===== config.mk =====
export PLATFORM = sky130hd
export DESIGN_NAME = uhfp_regs
export DESIGN_NICKNAME = d
export VERILOG_FILES = /design/src/rtl/uhfp_pkg.sv /design/src/rtl/uhfp_uframe_timer.sv /design/src/rtl/uhfp_regs.sv
export VERILOG_INCLUDE_DIRS = /design/src /design/src/rtl
export SDC_FILE = /design/constraint.sdc
export NUM_CORES = 1
export LEC_CHECK = 0
export ABC_CLOCK_PERIOD_IN_PS = 2300
export BUFFER_PORTS_ARGS = -buffer_cell sky130_fd_sc_hd__clkbuf_2
export CORE_MARGIN = 10
export CORE_UTILIZATION = 50
export CTS_CLUSTER_DIAMETER = 60
export CTS_CLUSTER_SIZE = 25
export DETAILED_ROUTE_END_ITERATION = 6
export PLACE_DENSITY = 0.77
export SETUP_SLACK_MARGIN = 0.3
export SYNTH_ARGS = -nofsm -noshare
export SYNTH_HDL_FRONTEND = slang
export SYNTH_SLANG_ARGS = --single-unit

===== constraint.sdc =====
create_clock -name clk_sys -period 2.3 [get_ports clk_sys]
set_input_delay 0.345 -clock clk_sys [delete_from_list [all_inputs] [get_ports clk_sys]]
set_output_delay 0.345 -clock clk_sys [all_outputs]
set_load 0.02 [all_outputs]

===== src/rtl/uhfp_consts.svh =====
// Register offsets, field positions, reset values and timing counts
`ifndef UHFP_CONSTS_SVH
`define UHFP_CONSTS_SVH
`define UHFP_ADDR_FRAME_INDEX 8'h2c
`define UHFP_ADDR_CONFIG_FLAG 8'h60
`define UHFP_ADDR_PORT_ONE 8'h64
`define UHFP_FRAME_BITS 14
`define UHFP_CF_BIT 0
`define UHFP_PTC_LSB 16
`define UHFP_PIC_LSB 14
`define UHFP_PO_BIT 13
`define UHFP_PP_BIT 12
`define UHFP_LS_DP_BIT 11
`define UHFP_LS_DM_BIT 10
`define UHFP_PR_BIT 8
`define UHFP_SUSP_BIT 7
`define UHFP_FPR_BIT 6
`define UHFP_PED_BIT 2
`define UHFP_CSC_BIT 1
`define UHFP_CCS_BIT 0
`define UHFP_PORT_RESET 32'h00002000
`define UHFP_CLK_MHZ 200
`define UHFP_UFRAME_US 125
`define UHFP_UFRAME_CYC (`UHFP_UFRAME_US * `UHFP_CLK_MHZ)
`endif


===== src/rtl/uhfp_pkg.sv =====
// Types shared by the frame and port register block
package uhfp_pkg;
    typedef logic [7:0] uhfp_addr_t;
    typedef logic [31:0] uhfp_word_t;
    typedef logic [13:0] uhfp_frame_t;
endpackage


===== src/rtl/uhfp_uframe_timer.sv =====
// Microframe tick generator
`timescale 1ns/100ps
module uhfp_uframe_timer #(
    parameter int unsigned PERIOD = 25000
) (
    // Clock and reset
    input wire logic clk_sys,
    input wire logic rst,
    // Control
    input wire logic run,
    output logic tick
);
    logic [31:0] cnt_q;
    logic [31:0] cnt_d;
    logic tick_q;
    logic tick_d;

    always_comb
    begin
        cnt_d = cnt_q;
        tick_d = 1'b0;
        if (!run)
        begin
            cnt_d = 32'h0;
        end
        else if (cnt_q == PERIOD - 1)
        begin
            cnt_d = 32'h0;
            tick_d = 1'b1;
        end
        else
        begin
            cnt_d = cnt_q + 32'h1;
        end
    end

    always_ff @(posedge clk_sys)
    begin
        if (rst)
        begin
            cnt_q <= 32'h0;
            tick_q <= 1'b0;
        end
        else
        begin
            cnt_q <= cnt_d;
            tick_q <= tick_d;
        end
    end

    assign tick = tick_q;
endmodule // uhfp_uframe_timer


===== src/rtl/uhfp_regs.sv =====
// Frame index, configure flag and port one status/control registers
//
// Contract
// - 14-bit frame index in low bits, upper reserved; used as frame number
// - Frame index increments by one each microframe while running
// - Increment period is 125 us
// - Configure flag drives default port routing
// - Owner clears on flag rise, forced to one while flag is zero
// - Port register reset only by aux power-up or controller reset
// - After reset port shows no device connected and disabled
// - Port state writes ignored until port power is set
// - Line state mirrors D+ in bit 11, D- in bit 10
//
// Chosen here: the plain strobed port.
`timescale 1ns/100ps
`include "uhfp_consts.svh"
module uhfp_regs #(
    parameter int unsigned UFRAME_CYCLES = `UHFP_UFRAME_CYC
) (
    // Clock and resets
    input wire logic clk_sys,
    input wire logic rst,
    input wire logic hc_reset,
    // Register port
    input wire uhfp_pkg::uhfp_addr_t reg_addr,
    input wire uhfp_pkg::uhfp_word_t reg_wdata,
    input wire logic reg_wr,
    input wire logic reg_rd,
    output uhfp_pkg::uhfp_word_t reg_rdata,
    // Schedule
    input wire logic run_stop_control,
    output uhfp_pkg::uhfp_frame_t frame_counter,
    output logic uframe_tick,
    // Port side
    input wire logic line_dp,
    input wire logic line_dm,
    input wire logic connect_present_in,
    output logic configured_flag,
    output logic port_owner_handoff,
    output logic port_power_bit,
    output logic port_enabled,
    output logic port_reset_bit
);
    import uhfp_pkg::*;

    uhfp_frame_t frame_q, frame_d;
    logic cf_q, cf_d;
    logic [3:0] ptc_q, ptc_d;
    logic po_q, po_d;
    logic pp_q, pp_d;
    logic [1:0] ls_q, ls_d;
    logic pr_q, pr_d;
    logic susp_q, susp_d;
    logic fpr_q, fpr_d;
    logic ped_q, ped_d;
    logic csc_q, csc_d;
    logic ccs_q, ccs_d;
    uhfp_word_t rdata_q, rdata_d;
    logic tick;
    logic port_rst;

    function automatic logic wr_hit(input uhfp_addr_t a);
        wr_hit = reg_wr && (reg_addr == a);
    endfunction

    // Power-well register only sees aux power-up and controller reset
    assign port_rst = rst || hc_reset;

    uhfp_uframe_timer #(
        .PERIOD(UFRAME_CYCLES)
    ) u_timer (
        .clk_sys(clk_sys),
        .rst(rst),
        .run(run_stop_control),
        .tick(tick)
    );

    // Frame index and configure flag
    always_comb
    begin
        frame_d = frame_q;
        cf_d = cf_q;
        if (wr_hit(`UHFP_ADDR_FRAME_INDEX))
        begin
            frame_d = reg_wdata[`UHFP_FRAME_BITS-1:0];
        end
        else if (tick)
        begin
            // Natural overflow gives the wrap
            frame_d = frame_q + 14'h1;
        end
        if (wr_hit(`UHFP_ADDR_CONFIG_FLAG))
        begin
            cf_d = reg_wdata[`UHFP_CF_BIT];
        end
    end

    always_ff @(posedge clk_sys)
    begin
        if (rst)
        begin
            frame_q <= 14'h0;
            cf_q <= 1'b0;
        end
        else
        begin
            frame_q <= frame_d;
            cf_q <= cf_d;
        end
    end

    // Port one status and control
    always_comb
    begin
        ptc_d = ptc_q;
        po_d = po_q;
        pp_d = pp_q;
        pr_d = pr_q;
        susp_d = susp_q;
        fpr_d = fpr_q;
        ped_d = ped_q;
        csc_d = csc_q;
        ls_d = {line_dp, line_dm};
        ccs_d = connect_present_in;
        if (ccs_q != connect_present_in)
        begin
            csc_d = 1'b1;
        end
        if (wr_hit(`UHFP_ADDR_PORT_ONE))
        begin
            pp_d = reg_wdata[`UHFP_PP_BIT];
            po_d = reg_wdata[`UHFP_PO_BIT];
            // State changes need power already on
            if (pp_q)
            begin
                ptc_d = reg_wdata[`UHFP_PTC_LSB+:4];
                susp_d = reg_wdata[`UHFP_SUSP_BIT];
                fpr_d = reg_wdata[`UHFP_FPR_BIT];
                ped_d = reg_wdata[`UHFP_PED_BIT];
                // Write one clears; a fresh change wins
                if (reg_wdata[`UHFP_CSC_BIT] && (ccs_q == connect_present_in))
                begin
                    csc_d = 1'b0;
                end
            end
        end
        if (!pp_q)
        begin
            ped_d = 1'b0;
        end
        // Follow the next flag value so owner never lags the flag by a cycle
        if (!cf_d)
        begin
            po_d = 1'b1;
        end
        else if (!cf_q)
        begin
            po_d = 1'b0;
        end
    end

    always_ff @(posedge clk_sys)
    begin
        if (port_rst)
        begin
            ptc_q <= 4'h0;
            po_q <= 1'b1;
            pp_q <= 1'b0;
            ls_q <= 2'h0;
            pr_q <= 1'b0;
            susp_q <= 1'b0;
            fpr_q <= 1'b0;
            ped_q <= 1'b0;
            csc_q <= 1'b0;
            ccs_q <= 1'b0;
        end
        else
        begin
            ptc_q <= ptc_d;
            po_q <= po_d;
            pp_q <= pp_d;
            ls_q <= ls_d;
            pr_q <= pr_d;
            susp_q <= susp_d;
            fpr_q <= fpr_d;
            ped_q <= ped_d;
            csc_q <= csc_d;
            ccs_q <= ccs_d;
        end
    end

    // Read mux; unmapped addresses read zero
    always_comb
    begin
        rdata_d = 32'h0;
        if (!reg_rd)
        begin
            rdata_d = 32'h0;
        end
        else if (reg_addr == `UHFP_ADDR_FRAME_INDEX)
        begin
            rdata_d = {18'h0, frame_q};
        end
        else if (reg_addr == `UHFP_ADDR_CONFIG_FLAG)
        begin
            rdata_d = {31'h0, cf_q};
        end
        else if (reg_addr == `UHFP_ADDR_PORT_ONE)
        begin
            rdata_d[`UHFP_PO_BIT] = po_q;
            rdata_d[`UHFP_PP_BIT] = pp_q;
            rdata_d[`UHFP_LS_DP_BIT] = ls_q[1];
            rdata_d[`UHFP_LS_DM_BIT] = ls_q[0];
            // Fields except owner, power and line state read zero while unpowered
            if (pp_q)
            begin
                rdata_d[`UHFP_PTC_LSB+:4] = ptc_q;
                rdata_d[`UHFP_PR_BIT] = pr_q;
                rdata_d[`UHFP_SUSP_BIT] = susp_q;
                rdata_d[`UHFP_FPR_BIT] = fpr_q;
                rdata_d[`UHFP_PED_BIT] = ped_q;
                rdata_d[`UHFP_CSC_BIT] = csc_q;
                rdata_d[`UHFP_CCS_BIT] = ccs_q;
            end
        end
    end

    always_ff @(posedge clk_sys)
    begin
        if (rst)
        begin
            rdata_q <= 32'h0;
        end
        else
        begin
            rdata_q <= rdata_d;
        end
    end

    logic tick_q;
    always_ff @(posedge clk_sys)
    begin
        if (rst)
        begin
            tick_q <= 1'b0;
        end
        else
        begin
            tick_q <= tick;
        end
    end

    assign reg_rdata = rdata_q;
    assign frame_counter = frame_q;
    assign uframe_tick = tick_q;
    assign configured_flag = cf_q;
    assign port_owner_handoff = po_q;
    assign port_power_bit = pp_q;
    assign port_enabled = ped_q;
    assign port_reset_bit = pr_q;

    a_frame_step: assert property (@(posedge clk_sys) disable iff (rst)
        (tick && !reg_wr) |=> (frame_q == $past(frame_q) + 14'h1))
        else $error("frame index did not step");
    a_frame_wrap: assert property (@(posedge clk_sys) disable iff (rst)
        (tick && !reg_wr && frame_q == 14'h3fff) |=> (frame_q == 14'h0))
        else $error("frame index did not wrap");
    a_frame_hold: assert property (@(posedge clk_sys) disable iff (rst)
        (!tick && !reg_wr) |=> $stable(frame_q))
        else $error("frame index moved without tick");
    // Owner and flag change on the same edge, so no slack is allowed
    a_owner_forced: assert property (@(posedge clk_sys) disable iff (port_rst)
        (!cf_q) |-> po_q)
        else $error("owner not forced high");
    a_flag_set: assert property (@(posedge clk_sys) disable iff (rst)
        (reg_wr && reg_addr == `UHFP_ADDR_CONFIG_FLAG && reg_wdata[`UHFP_CF_BIT]) |=> cf_q)
        else $error("configure flag not set by write");
    a_flag_clear: assert property (@(posedge clk_sys) disable iff (rst)
        (reg_wr && reg_addr == `UHFP_ADDR_CONFIG_FLAG && !reg_wdata[`UHFP_CF_BIT]) |=> !cf_q)
        else $error("configure flag not cleared by write");
    a_frame_read: assert property (@(posedge clk_sys) disable iff (rst)
        (reg_rd && reg_addr == `UHFP_ADDR_FRAME_INDEX) |=> (reg_rdata == {18'h0, $past(frame_q)}))
        else $error("frame index read wrong");
    a_line_read: assert property (@(posedge clk_sys) disable iff (rst)
        (reg_rd && reg_addr == `UHFP_ADDR_PORT_ONE) |=> (reg_rdata[`UHFP_LS_DP_BIT:`UHFP_LS_DM_BIT] == $past(ls_q)))
        else $error("line state read wrong");
    a_owner_rise: assert property (@(posedge clk_sys) disable iff (port_rst)
        ($rose(cf_q)) |-> !po_q)
        else $error("owner not cleared on flag rise");
    a_unpowered_hold: assert property (@(posedge clk_sys) disable iff (port_rst)
        (!pp_q) |=> (ptc_q == $past(ptc_q)) && !ped_q)
        else $error("port state changed unpowered");
    a_line_mirror: assert property (@(posedge clk_sys) disable iff (port_rst)
        1'b1 |=> (ls_q == {$past(line_dp), $past(line_dm)}))
        else $error("line state not mirrored");
    a_reset_state: assert property (@(posedge clk_sys)
        port_rst |=> (!ccs_q && !ped_q && po_q))
        else $error("port reset state wrong");
endmodule // uhfp_regs


==> report_table.html <==
<table>
<tr><th>Metric</th><th>Value</th></tr>
<tr><th colspan="2">Logic synthesis</th></tr>
<tr><td>Count of different cell masters after synthesis</td><td>42</td></tr>
<tr><td>Xor and xnor fraction of the mapped netlist area</td><td>0.0649</td></tr>
<tr><td>Largest family of logic cells by synthesized area</td><td>simple AND/OR/NAND/NOR gates</td></tr>
<tr><td>Fraction of registers with async set or reset after synthesis</td><td>0</td></tr>
<tr><td>Flip-flop and latch count after synthesis</td><td>80</td></tr>
<tr><td>Share of synthesized area occupied by flip-flops and latches</td><td>0.456</td></tr>
<tr><td>Simple-Gate Fraction of Synth Area</td><td>0.256</td></tr>
<tr><td>Post-synthesis average cell area</td><td>around 9.1 µm²</td></tr>
<tr><td>Mux cell area share after synthesis</td><td>0.0317</td></tr>
<tr><td>Fraction of the mapped netlist area in compound gates</td><td>0.122</td></tr>
<tr><td>Syn Inst Count</td><td>387</td></tr>
<tr><td>Adder and majority gate portion of the synthesized area</td><td>0.0107</td></tr>
<tr><td>Number of flops mapped to enable cells by yosys</td><td>0</td></tr>
<tr><td>Combined area of all synthesized cells</td><td>~0.0035 mm²</td></tr>
<tr><td>Warnings, synthesis</td><td>0</td></tr>
<tr><td>Most instantiated flip-flop cell in the synthesis netlist</td><td>dfxtp_1</td></tr>
<tr><th colspan="2">Timing</th></tr>
<tr><td>Count of final max-slew check failures</td><td>0</td></tr>
<tr><td>Min cycle time layout</td><td>1.93 ns</td></tr>
<tr><td>Hold violation count in the final report</td><td>0</td></tr>
<tr><td>Total of endpoints with negative setup slack in the final report</td><td>0</td></tr>
<tr><td>RSZ-0062 raised after global routing</td><td>yes</td></tr>
<tr><td>Final period util</td><td>0.840</td></tr>
<tr><td>Total Neg Setup Slack</td><td>0 ns</td></tr>
<tr><td>Clock tree skew after final layout</td><td>0.0113 ns</td></tr>
<tr><td>Maximum clock rate</td><td>518 MHz</td></tr>
<tr><th colspan="2">Final layout</th></tr>
<tr><td>Sequential standard cell area</td><td>0.00162 mm²</td></tr>
<tr><td>Share of final-layout standard cells stronger than drive strength 1</td><td>0.258</td></tr>
<tr><td>Final standard cell utilization of the core</td><td>0.628</td></tr>
<tr><td>Filler Cell Count</td><td>610</td></tr>
<tr><td>Layout Nets</td><td>523</td></tr>
<tr><td>Area of the multi-input gates</td><td>about 0.0018 mm²</td></tr>
<tr><td>Number of antenna repair diodes</td><td>0</td></tr>
<tr><td>Synthesis-to-layout area growth</td><td>21.7%</td></tr>
<tr><th colspan="2">CTS</th></tr>
<tr><td>Quantity of hold-fixing buffers added after cts</td><td>0</td></tr>
<tr><td>Maximum level of the CTS H-tree</td><td>3</td></tr>
<tr><td>Clock edge transition at the registers on the reported setup and hold paths</td><td>0.08 ns</td></tr>
<tr><td>CTS Root Cell</td><td>clkbuf_8</td></tr>
<tr><td>Number of buffers between clock root and the deepest sink</td><td>2</td></tr>
<tr><td>Clock latency on the worst-skew pair</td><td>0.34 ns</td></tr>
<tr><td>Clock sink total</td><td>80</td></tr>
<tr><td>Clock tree from TritonCTS</td><td>built</td></tr>
<tr><td>Number of clock buffers inserted by TritonCTS</td><td>9</td></tr>
<tr><th colspan="2">Floorplanning</th></tr>
<tr><td>Top Ports</td><td>101</td></tr>
<tr><td>Y dimension of the die</td><td>104 µm</td></tr>
<tr><td>Effective utilization at floorplan</td><td>0.516</td></tr>
<tr><td>Site Rows</td><td>30</td></tr>
<tr><td>Width of the die</td><td>104 µm</td></tr>
<tr><td>Area of the die</td><td>0.0108 mm²</td></tr>
<tr><td>Floorplan Core Area</td><td>0.00679 mm²</td></tr>
<tr><th colspan="2">Routing</th></tr>
<tr><td>Total wire length after detailed routing</td><td>8630 µm</td></tr>
<tr><td>Initial detailed-routing violation count</td><td>91</td></tr>
<tr><td>DRC viols</td><td>0</td></tr>
<tr><td>Detailed-router iteration count before antenna repair</td><td>4</td></tr>
<tr><td>Mean number of vias per cell</td><td>5.35</td></tr>
<tr><td>Via count of the routed design</td><td>between 3,000 and 4,000</td></tr>
<tr><td>ANT nets after route</td><td>0</td></tr>
<tr><td>Average wire per cell in the routed design</td><td>15.1 µm</td></tr>
<tr><th colspan="2">Setup path</th></tr>
<tr><td>Nature of the critical path startpoint</td><td>flop</td></tr>
<tr><td>Worst-path cell with the longest stage delay</td><td>or4_4</td></tr>
<tr><td>Logic depth of the worst path, buffers included</td><td>5</td></tr>
<tr><td>Required time of the critical path</td><td>between 2 and 3 ns</td></tr>
<tr><td>Buffers and inverters on the worst path</td><td>1</td></tr>
<tr><td>Maximum cell stage delay along the critical path</td><td>0.53 ns</td></tr>
<tr><td>Endpoint type of the worst setup path</td><td>flop</td></tr>
<tr><td>Largest fanout on the critical path</td><td>19</td></tr>
<tr><td>CP Cell Sequence</td><td>nand2_1 -&gt; or4_4 -&gt; buf_6 -&gt; or4_1 -&gt; a21oi_1</td></tr>
<tr><td>Start-to-end type of the worst setup path</td><td>flop to flop</td></tr>
<tr><td>Family of cells with the greatest summed delay on the critical path</td><td>simple AND/OR/NAND/NOR gates</td></tr>
<tr><td>Endpoint arrival time on the critical path</td><td>around 2.2 ns</td></tr>
<tr><td>Number of cells on the worst reg-to-reg path</td><td>5</td></tr>
<tr><th colspan="2">Power</th></tr>
<tr><td>P_leak</td><td>1.66 nW</td></tr>
<tr><td>Net Sw Frac</td><td>0.231</td></tr>
<tr><td>Clock share of power</td><td>0.404</td></tr>
<tr><td>Power spent charging and discharging nets</td><td>0.000578 W</td></tr>
<tr><td>Internal power of the cells</td><td>0.00192 W</td></tr>
<tr><td>Gate power share</td><td>0.041</td></tr>
<tr><td>Pwr per Cell Area</td><td>just under 600 mW/mm²</td></tr>
<tr><td>Share of power burned in registers</td><td>0.555</td></tr>
<tr><td>IR drop worst, VDD</td><td>0.000313 V</td></tr>
<tr><td>Total chip power</td><td>0.00250 W</td></tr>
<tr><th colspan="2">Worst hold path</th></tr>
<tr><td>Hold/Removal Path Class</td><td>input port to flop</td></tr>
<tr><td>Worst Hold Path Cells</td><td>2</td></tr>
<tr><th colspan="2">Global routing</th></tr>
<tr><td>Antenna violations before repair</td><td>0</td></tr>
<tr><td>Largest net degree at the start of global routing</td><td>32</td></tr>
<tr><td>Vias in the first global route</td><td>2,981</td></tr>
<tr><td>Overall global routing resource usage</td><td>0.152</td></tr>
<tr><td>GRT overflow</td><td>0</td></tr>
<tr><td>Wire length of the first global-routing pass</td><td>14,000 µm</td></tr>
<tr><th colspan="2">Outcome</th></tr>
<tr><td>Result of the run</td><td>finished, final reports clean</td></tr>
<tr><th colspan="2">Place</th></tr>
<tr><td>Routability congestion estimate from global placement</td><td>0.834</td></tr>
<tr><td>Placed wire-length estimate</td><td>6320 µm</td></tr>
<tr><td>Number of port buffers</td><td>71</td></tr>
<tr><th colspan="2">Flow run</th></tr>
<tr><td>Number of maximum-capacitance constraint violations</td><td>0</td></tr>
</table>
==> cell families after synthesis <==
kind of cell	after synthesis
xor+xnor	26
mux	11
compound gates	64
simple gates	165
other cells	1
fa+ha+maj	3
buf+inv	37
flops	80
==> power groups by stage <==
stage / registers [W] / clock network [W] / logic [W]
2_1_floorplan: 0.00143 / 0 / 0.0000713
3_3_place_gp: 0.00143 / 0 / 0.0000983
3_5_place_dp: 0.00143 / 0 / 0.0000999
4_1_cts: 0.00139 / 0.00103 / 0.000100
5_1_grt: 0.00139 / 0.00110 / 0.000112
6_report: 0.00139 / 0.00101 / 0.000102
==> flip-flops by register name, indices dropped and copies added, names as in the netlist <==
name                count
u_timer.tick            1
port_owner_handoff      1
ccs_q                   1
configured_flag         1
frame_counter          14
susp_q                  1
uframe_tick             1
reg_rdata              18
port_power_bit          1
ptc_q                   4
port_enabled            1
fpr_q                   1
ls_q                    2
u_timer.cnt_q          32
csc_q                   1
==> cell usage in the layout, fill, tap and decap left out, types with 2 or more instances in the layout <==
cell | synthesis | routed
a21oi_1 | 19 | 19
a22o_1 | 7 | 7
a211oi_1 | 14 | 14
inv_1 | 8 | 8
nor3b_1 | 3 | 3
and3_1 | 4 | 4
dfxtp_1 | 80 | 71
conb_1 | 1 | 15
or3_1 | 6 | 6
o21ai_0 | 7 | 7
xnor2_1 | 20 | 20
and4_1 | 2 | 2
and3b_1 | 2 | 2
clkbuf_8 | 0 | 9
o31ai_1 | 12 | 12
nand2_1 | 20 | 20
nand4_1 | 14 | 14
or4_4 | 0 | 3
nor2_1 | 44 | 44
nor4_1 | 6 | 6
xor2_1 | 6 | 6
buf_4 | 15 | 14
dfxtp_4 | 0 | 4
nor2b_1 | 2 | 2
ha_1 | 3 | 2
dfxtp_2 | 0 | 5
mux2i_1 | 10 | 10
nor3_1 | 10 | 10
and2_1 | 14 | 14
clkinv_2 | 0 | 3
or4_1 | 17 | 14
clkbuf_2 | 0 | 71
nand3_1 | 14 | 13
==> worst register-to-register path, stage by stage, from the launching register on <==
cell and delay (ns):
dfxtp_1 0.40, nand2_1 0.14, or4_4 0.53, buf_6 0.17, or4_1 0.48, a21oi_1 0.15
==> area by class of cell <==
type,count,share of cell area
Multi-Input combinational cell,285,0.424
Sequential cell,80,0.380
Timing Repair Buffer,87,0.115
Clock buffer,9,0.0290
Tap cell,96,0.0281
Clock inverter,7,0.0164
Inverter,8,0.00703
==> metrics by stage <==
step | hold WS (ns) | setup slack [ns] | instance area, µm² | instances
after floorplan | 0.420 | 0.453 | 3560 | 401
after detailed placement | 0.435 | 0.239 | 3980 | 551
after global routing | 0.214 | 0.239 | 4270 | 572
final | 0.192 | 0.368 | 4270 | 572
after global placement | 0.428 | 0.326 | 3980 | 551
after CTS | 0.184 | 0.327 | 4180 | 567
==> metal layers <==
layer | vias up | track usage | wire length, µm
met5 | - | 0 | 0
met4 | 0 | 0.0656 | 137
met3 | 13 | 0.0589 | 724
met2 | 85 | 0.245 | 4210
met1 | 1420 | 0.175 | 3560
li1 | 1541 | - | -
==> path summary, 6_finish.rpt <==
kind,start,endpoint,slack [ns]
hold / removal,line_dm,ls_q[0]$_SDFF_PP0_,0.19
setup reg to reg,u_timer.cnt_q[11]$_SDFF_PP0_,u_timer.cnt_q[31]$_SDFF_PP0_,0.37
hold reg to reg,u_timer.cnt_q[0]$_SDFF_PP0_,u_timer.cnt_q[0]$_SDFF_PP0_,0.46
setup / recovery,u_timer.cnt_q[11]$_SDFF_PP0_,u_timer.cnt_q[31]$_SDFF_PP0_,0.37
==> cell usage after synthesis (2+ instances only) <==
| library cell | number | share of area |
|---|---|---|
| a211oi_1 | 14 | 0.030 |
| a21oi_1 | 19 | 0.027 |
| a22o_1 | 7 | 0.017 |
| and2_1 | 14 | 0.025 |
| and3_1 | 4 | 0.0071 |
| and3b_1 | 2 | 0.0050 |
| and4_1 | 2 | 0.0050 |
| buf_2 | 4 | 0.0057 |
| buf_4 | 15 | 0.032 |
| clkbuf_1 | 10 | 0.011 |
| dfxtp_1 | 80 | 0.46 |
| ha_1 | 3 | 0.011 |
| inv_1 | 8 | 0.0086 |
| mux2i_1 | 10 | 0.029 |
| nand2_1 | 20 | 0.021 |
| nand3_1 | 14 | 0.020 |
| nand4_1 | 14 | 0.025 |
| nor2_1 | 44 | 0.047 |
| nor2b_1 | 2 | 0.0036 |
| nor3_1 | 10 | 0.014 |
| nor3b_1 | 3 | 0.0064 |
| nor4_1 | 6 | 0.011 |
| o21ai_0 | 7 | 0.010 |
| o31ai_1 | 12 | 0.026 |
| or3_1 | 6 | 0.011 |
| or4_1 | 17 | 0.036 |
| xnor2_1 | 20 | 0.050 |
| xor2_1 | 6 | 0.015 |
==> repair_timing <==
| item | 4_1_cts | 5_1_grt |
|---|---|---|
| pin swaps | 0 | 3 |
| gates cloned | 0 | 1 |
| buffers inserted | 0 | 4 |
| resized for setup | 3 | 18 |
| endpoints found under the setup margin | 6 | 12 |
Note: power is estimated with default switching activity, not from simulation.
